`src/inc/ssadc_pkg.sv`:
```
// shared types and constants for the single slope converter control
// assumes one clock domain and software accesses presented as one-cycle strobes
package ssadc_pkg;
	// analog control register contents
	typedef struct packed {
		logic anaIrqEn;
		logic offsetRef;
		logic swapBit;
		logic cmpBPwr;
		logic cmpAPwr;
		logic curSrcEn;
	} ssadc_actl_t;
	// timer capture control contents
	typedef struct packed {
		logic captureEnable;
		logic captureIrqEn;
		logic captureEdge;
	} ssadc_tctl_t;
	// timer status flags
	typedef struct packed {
		logic capFlag;
		logic cmpFlag;
		logic ovfFlag;
	} ssadc_tflag_t;
	// software read strobes into the timer
	typedef struct packed {
		logic rdStatus;
		logic rdCapLo;
		logic rdCmpHi;
		logic rdCmpLo;
		logic rdCntLo;
	} ssadc_trd_t;
	localparam ssadc_actl_t ACTL_RST = 6'h00;
	localparam ssadc_tctl_t TCTL_RST = 3'h0;
	localparam ssadc_tflag_t TFLAG_RST = 3'h0;
	localparam int MUX_W_DEF = 8;
	localparam int MUX_W_MAX = 16;
endpackage

```
`src/verilog/ssadc_tmr_flags.sv`:
```
// timer flag unit: capture, compare and overflow flags with read-sequence clear
// assumes strobes are single-cycle and synchronous to sys_clk
`timescale 1ns/1ps
module ssadc_tmr_flags (
	input wire logic sys_clk,
	input wire logic arst_n,
	input wire logic capEvt,
	input wire logic cmpMatch,
	input wire logic ovfEvt,
	input wire ssadc_pkg::ssadc_trd_t rd,
	output ssadc_pkg::ssadc_tflag_t flags,
	output logic cmpLock
);
	typedef struct packed {
		ssadc_pkg::ssadc_tflag_t flags;
		ssadc_pkg::ssadc_tflag_t armed;
		logic lock;
	} ssadc_tf_st_t;

	ssadc_tf_st_t st_q;
	ssadc_tf_st_t st_d;
	ssadc_pkg::ssadc_tflag_t setV;
	ssadc_pkg::ssadc_tflag_t clrV;

	// flag update, set beats clear
	always_comb
	begin
		st_d = st_q;
		setV.capFlag = capEvt;
		setV.cmpFlag = cmpMatch & ~st_q.lock;
		setV.ovfFlag = ovfEvt;
		clrV.capFlag = rd.rdCapLo & st_q.armed.capFlag;
		clrV.cmpFlag = rd.rdCmpLo & st_q.armed.cmpFlag;
		clrV.ovfFlag = rd.rdCntLo & st_q.armed.ovfFlag;
		st_d.flags = (st_q.flags & ~clrV) | setV;
		// status read arms the flags then set, low-byte read disarms
		if (rd.rdStatus)
			st_d.armed = st_q.flags;
		else
			st_d.armed = st_q.armed & ~clrV;
		// high byte read locks compares until low byte read
		if (rd.rdCmpLo)
			st_d.lock = 1'b0;
		else if (rd.rdCmpHi)
			st_d.lock = 1'b1;
	end

	// state register, cleared by the asynchronous reset
	always_ff @(posedge sys_clk or negedge arst_n)
	begin
		if (!arst_n)
			st_q <= '0;
		else
			st_q <= st_d;
	end

	assign flags = st_q.flags;
	assign cmpLock = st_q.lock;
endmodule

```
`src/verilog/ssadc_ctrl.sv`:
```
// control logic of the single slope converter analog subsystem
// assumes software accesses arrive as single-cycle strobes with data on sys_clk
`timescale 1ns/1ps
module ssadc_ctrl #(
	parameter int MUX_W = ssadc_pkg::MUX_W_DEF
) (
	input wire logic sys_clk,
	input wire logic arst_n,
	input wire logic maskChoiceIn,
	input wire logic timerModeEn,
	input wire logic actlWrStb,
	input wire ssadc_pkg::ssadc_actl_t actlWrData,
	input wire logic routeWrStb,
	input wire logic routeWrData,
	input wire logic tctlWrStb,
	input wire ssadc_pkg::ssadc_tctl_t tctlWrData,
	input wire logic muxWrStb,
	input wire logic [MUX_W-1:0] muxWrData,
	input wire logic flagClrStb,
	input wire ssadc_pkg::ssadc_trd_t timerRd,
	input wire logic cmpMatch,
	input wire logic ovfEvt,
	input wire logic cmpALive,
	input wire logic cmpBLive,
	output logic curSrcOn,
	output logic biasOn,
	output logic cmpAPwrOn,
	output logic cmpBPwrOn,
	output logic swapOn,
	output logic offsetRefOn,
	output logic [MUX_W-1:0] muxSwitch,
	output logic pinOut,
	output logic pinOe,
	output logic chargeOn,
	output logic cmpAFlag,
	output logic cmpBFlag,
	output logic anaIrq,
	output logic capIrq,
	output ssadc_pkg::ssadc_tflag_t timerFlags,
	output logic cmpLocked
);
	if (MUX_W < 1 || MUX_W > ssadc_pkg::MUX_W_MAX)
	begin : g_bad_width
		$error("MUX_W out of range");
	end

	typedef struct packed {
		ssadc_pkg::ssadc_actl_t actl;
		ssadc_pkg::ssadc_tctl_t tctl;
		logic route;
		logic [MUX_W-1:0] mux;
		logic optQ;
		logic optLoaded;
		logic cmpAPrev;
		logic cmpBPrev;
		logic flagA;
		logic flagB;
		logic charge;
		logic curSrc;
		logic bias;
		logic offRef;
		logic pinO;
		logic pinE;
		logic anaIrq;
		logic capIrq;
	} ssadc_st_t;

	ssadc_st_t st_q;
	ssadc_st_t st_d;
	ssadc_pkg::ssadc_tflag_t tFlags;
	logic tLock;
	logic capEdge;
	logic spurCap;
	logic capEvt;
	logic swapChange;

	// capture source: selected edge of comparator b, plus spurious set
	always_comb
	begin
		capEdge = st_q.tctl.captureEdge ? (cmpBLive & ~st_q.cmpBPrev)
			: (~cmpBLive & st_q.cmpBPrev);
		spurCap = tctlWrStb & st_q.charge & (tctlWrData != st_q.tctl);
		capEvt = (st_q.tctl.captureEnable & capEdge) | spurCap;
		swapChange = actlWrStb & (actlWrData.swapBit != st_q.actl.swapBit);
	end

	ssadc_tmr_flags u_flags (
		.sys_clk(sys_clk),
		.arst_n(arst_n),
		.capEvt(capEvt),
		.cmpMatch(cmpMatch),
		.ovfEvt(ovfEvt),
		.rd(timerRd),
		.flags(tFlags),
		.cmpLock(tLock)
	);

	// next state of control registers, flags and registered outputs
	always_comb
	begin
		st_d = st_q;
		// option strap caught once after reset release
		if (!st_q.optLoaded)
		begin
			st_d.optQ = maskChoiceIn;
			st_d.optLoaded = 1'b1;
		end
		if (actlWrStb)
			st_d.actl = actlWrData;
		if (routeWrStb)
			st_d.route = routeWrData;
		if (tctlWrStb)
			st_d.tctl = tctlWrData;
		if (muxWrStb)
			st_d.mux = muxWrData;
		st_d.cmpAPrev = cmpALive;
		st_d.cmpBPrev = cmpBLive;
		// latched comparator flags, swap change may set them, set beats clear
		st_d.flagA = (st_q.flagA & ~flagClrStb) | (cmpALive & ~st_q.cmpAPrev) | swapChange;
		st_d.flagB = (st_q.flagB & ~flagClrStb) | (cmpBLive & ~st_q.cmpBPrev) | swapChange;
		// charge control: capture stops it and masks the lower flags
		if (!timerModeEn)
			st_d.charge = 1'b0;
		else if (tFlags.capFlag)
			st_d.charge = 1'b0;
		else if (tFlags.cmpFlag || tFlags.ovfFlag)
			st_d.charge = 1'b1;
		// analog enables follow the control register at once
		st_d.curSrc = st_d.actl.curSrcEn;
		st_d.bias = st_d.actl.curSrcEn | st_d.actl.cmpAPwr | st_d.actl.cmpBPwr;
		st_d.offRef = st_d.actl.offsetRef & st_d.optQ;
		// pin route has no stop gating, comparator a keeps driving
		st_d.pinE = st_d.route & st_d.optQ;
		st_d.pinO = cmpALive;
		// comparator rising edge raises the wake interrupt in any mode
		st_d.anaIrq = st_d.actl.anaIrqEn & (st_d.flagA | st_d.flagB);
		st_d.capIrq = st_d.tctl.captureIrqEn & tFlags.capFlag;
	end

	// state register, cleared by the asynchronous reset
	always_ff @(posedge sys_clk or negedge arst_n)
	begin
		if (!arst_n)
		begin
			st_q <= '0;
			st_q.actl <= ssadc_pkg::ACTL_RST;
			st_q.tctl <= ssadc_pkg::TCTL_RST;
		end
		else
			st_q <= st_d;
	end

	// outputs straight from state flops
	assign curSrcOn = st_q.curSrc;
	assign biasOn = st_q.bias;
	assign cmpAPwrOn = st_q.actl.cmpAPwr; // powered regardless of wait
	assign cmpBPwrOn = st_q.actl.cmpBPwr;
	assign swapOn = st_q.actl.swapBit;
	assign offsetRefOn = st_q.offRef;
	assign muxSwitch = st_q.mux;
	assign pinOut = st_q.pinO;
	assign pinOe = st_q.pinE;
	assign chargeOn = st_q.charge;
	assign cmpAFlag = st_q.flagA;
	assign cmpBFlag = st_q.flagB;
	assign anaIrq = st_q.anaIrq;
	assign capIrq = st_q.capIrq;
	assign timerFlags = tFlags;
	assign cmpLocked = tLock;
endmodule

```
`config.mk`:
```
export PLATFORM = sky130hd
export DESIGN_NAME = ssadc_ctrl
export DESIGN_NICKNAME = d
export VERILOG_FILES = /design/src/inc/ssadc_pkg.sv /design/src/verilog/ssadc_tmr_flags.sv /design/src/verilog/ssadc_ctrl.sv
export SDC_FILE = /design/constraint.sdc
export NUM_CORES = 1
export LEC_CHECK = 0
export BUFFER_PORTS_ARGS = -buffer_cell sky130_fd_sc_hd__buf_2
export CAP_MARGIN = 20
export CORE_AREA = 2 2 74 76
export DETAILED_ROUTE_END_ITERATION = 8
export DIE_AREA = 0 0 76 78
export PLACE_DENSITY_LB_ADDON = 0.1
export SLEW_MARGIN = 20
export SYNTH_ARGS = -nofsm -noshare
export SYNTH_HDL_FRONTEND = slang
export SYNTH_SLANG_ARGS = --single-unit
```
`constraint.sdc`:
```
create_clock -name sys_clk -period 2.09 [get_ports sys_clk]
set_input_delay 0.1045 -clock sys_clk [delete_from_list [all_inputs] [get_ports sys_clk]]
set_output_delay 0.1045 -clock sys_clk [all_outputs]
set_load 0.01 [all_outputs]
```
Yosys cells after proc, flatten, opt, wreduce, memory -nomap -nowiden --
Cells that the tools add are included.
Operators by class: eq/ne operators 3, mux-type cells 11, bitwise logic cells 34, reduce and logical (&&, ||, !) cells 2
Operators by type and width (number):
- $and A1 B1 Y1 | 17
- $or A1 B1 Y1 | 8
- $mux W1 | 7
- $and A3 B3 Y3 | 2
- $mux W6 | 1
- $not A1 Y1 | 5
- $mux W2 | 2
- $mux W3 | 1
- $ne A3 B1 Y1 const B | 1
- $ne A3 B3 Y1 | 1
- $not A3 Y3 | 1
- $or A3 B3 Y3 | 1
- $reduce_bool A2 Y1 | 1
- $logic_or A1 B1 Y1 | 1
- $ne A1 B1 Y1 | 1
Storage, ports and cells: bits in registers 37, input port bits 36

Depth between registers and ports, before layout --
word-level depth 6, depth in mapped cells 3

By module --
From an unflattened synthesis, not the netlist that was laid out.
Second synthesis, totals: cell total of the unflattened synthesis 111, area total of the unflattened synthesis 1483.9 µm²
Modules (own cells, without submodules):
- ssadc_ctrl | instances 1, cells each 85, area each 1199.9 µm², seq. area each 750.7 µm²
- ssadc_tmr_flags | instances 1, cells each 26, area each 284.0 µm², seq. area each 175.2 µm²

Least setup slack after synthesis --
No wires, ideal clock.
kind flip-flop to flip-flop, start point register st_q, in the netlist cmpBPwrOn, end point register st_q, in the netlist biasOn, library setup time 0.131 ns, arrival 1.013 ns, required time 1.959 ns, setup slack 0.945 ns, stages on the path, launching flop included 3, clock period less this slack 1.145 ns, cells stage by stage dfrtp_1 mux2_4 or3_1
RTL lines:
- start: declaration | RTL line ssadc_ctrl.sv:68 | ssadc_st_t st_q;
- start signal: assignment | RTL line ssadc_ctrl.sv:150 | st_q <= st_d;

==> metrics.txt <==
outcome complete, no violations; wire per inst about 11 µm; Yosys top cell area share 0.624; CTS buffer count 5; Routed Wire Length 2640 µm; Die H 78 µm; CP startpoint kind input port; met1 WL 1100 µm; CTS sink count 37; Yosys Warn Count 0; synth-to-layout area growth 28.8%; global-route wire length before repair about 4800 µm; gr ovfl total 0; crit path max fanout 3; Worst EP arrival 1470 ps; vias in the first global route between 1k and 1.5k; Setup Skew 2.06 ps; cell area after layout approximately 1900 µm²; top area cells in the synthesized netlist dfrtp_1, mux2_2, buf_4; Worst slew margin 0.455; syn nets 149; Synth async-reset ratio 1.00; antenna cells 0; io pins 61; residual DRC count 0; Detailed Route Iter0 Violations 15; Largest stage delay, worst path 530 ps; Final Setup Violations 0; Tcrit/Tclk final 0.627; initial antenna violation count 0; fin. max-slew vios 0; Placement Setup Slack 959 ps; initial core utilization 0.294; fin util 0.379; crit path cell chain dlygate4sd3_1 > buf_2 > nor2b_1 > a22o_1 > a221o_1; share of cells above drive strength 1 0.483; DP Area 1770 µm²; PD cells roughly 850 nW/µm²; CTS clk-pin slew, worst paths 70 ps; H-tree levels 2; final setup margin roughly 780 ps; Critical Path RT 2250 ps; via count 972; routability cong. 0.636; GRT Util Overall 0.100; Seq/Total Area, Yosys 0.624; Max-cap violations 0; Seq cells post-synth 37; Worst Setup End Kind flip-flop; synthesized cell area 1480 µm²; Clock Tree Root clkbuf_8; Commonest cells post-synth dfrtp_1, mux2_2, buf_4; dominant cell type by area after synthesis dfrtp_1; core area 5040 µm²; top layer in use met4; Mean Syn Cell Area around 13 µm²; Min-Delay Path Class in2reg; hpwl dp 1980 µm; Leakage 0.939 nW; Worst-Skew Late Latency roughly 270 ps; Design Power 1.62 mW; pin count of the biggest net entering global routing 38; Rows 26; routed length on met2 1360 µm; Final #Nets 208; routed vias/inst approximately 4; clock buffer depth 2; cell with the most instances after synthesis dfrtp_1; unrepaired setup endpoints after global routing no; Initial DRT Pass Iterations 3; Final TNS setup 0 ps; Worst-Margin Slew 818 ps; Peak supply drop 0.360 mV; critical path class in2reg; number of flops mapped to enable cells by yosys 0; post-synth cell types 26; Syn Inst Count 113; prevailing post-synth register cell dfrtp_1; WL met3 between 150 and 200 µm; Fin. Hold Viols 0; die area 5930 µm²; IO Port Bufs 60; slowest stage cell, crit path dlygate4sd3_1; CTS tree built; Die Width 76 µm; Tmin final 1310 ps; f_max 0.763 GHz; Post-DRT Antenna Nets 0
-- registers in the layout (all words and copies together), names as in the netlist --
signal / cells
capIrq: 1
u_flags.flags: 3
biasOn: 1
muxSwitch: 8
cmpBFlag: 1
pinOe: 1
st_q: 9
u_flags.cmpLock: 1
swapOn: 1
curSrcOn: 1
pinOut: 1
chargeOn: 1
cmpAFlag: 1
anaIrq: 1
cmpBPwrOn: 1
cmpAPwrOn: 1
u_flags.st_q: 3
offsetRefOn: 1
-- stage by stage --
step,hold WS [ps],instances
after CTS,45.1,242
after global routing,53.2,242
after global placement,230,230
after floorplan,-191,113
after detailed placement,234,230
final,59.5,242
-- worst max-delay path, delay by kind of cell --
family	cells	cell delay, ps
compound gates	2	570
buf+inv	2	660
simple gates	1	140
-- cell usage in the layout (no fill, tap or decap) --
cell	instances
a21o_1	1
a21oi_1	1
a221o_1	1
a22o_1	2
a22oi_1	1
a31oi_1	2
and2_1	2
buf_2	60
clkbuf_1	1
clkbuf_8	6
conb_1	1
dfrtp_1	37
dlygate4sd3_1	5
inv_1	5
mux2_2	15
mux2_4	2
mux2i_1	2
nand2_1	10
nand2b_1	2
nor2_1	4
nor2b_1	2
nor3_1	1
nor3b_1	1
o21ai_0	3
or3_1	1
xnor2_1	3
xor2_1	1
-- final cells by class --
type,instances,area (µm²)
timing repair buffer,65,350
tap,70,87.6
sequential,37,926
fill,513,3130
clock buffer,7,86.3
multi-input combinational,58,442
inverter,5,18.8
-- final timing paths --
check                                     from                          to  slack (ps)  cells after the start
max reg2reg                cmpBPwrOn$_DFF_PN0_            biasOn$_DFF_PN0_         950                      2
min reg2reg                 st_q[31]$_DFF_PN0_          st_q[31]$_DFF_PN0_         490                      2
min in group asynchronous               arst_n   u_flags.st_q[1]$_DFF_PN0_         450                      2
max                                   cmpBLive  u_flags.flags[2]$_DFF_PN0_         780                      5
min                               muxWrData[0]    muxSwitch[0]$_DFFE_PN0P_          60                      2
max in group asynchronous               arst_n    muxSwitch[6]$_DFFE_PN0P_        1110                      2
-- routing by layer --
layer	vias to the layer above	track usage
met1	457	0.110
li1	479	-
met4	0	0.0327
met2	32	0.182
met3	4	0.0349
met5	-	0
-- cell families after synthesis --
family	Yosys count	share of synthesized area
mux	19	0.148
other cells	1	0.00253
simple gates	23	0.0734
compound gates	11	0.0506
flops	37	0.624
xor+xnor	4	0.0236
buf+inv	18	0.0784
-- power breakdown --
| part | switching [mW] | internal (mW) |
|---|---|---|
| Sequential | 0.0534 | 0.806 |
| Combinational | 0.129 | 0.147 |
| Clock | 0.222 | 0.261 |
| Total | 0.404 | 1.21 |
-- repair_timing --
item | CTS | global route
endpoints found under the hold margin | 41 | 0
hold buffers | 5 | 0
resized for setup | 0 | 0
setup endpoints to repair | 0 | 0
buffers inserted | 0 | 0
(Power assumes the default switching activity.)
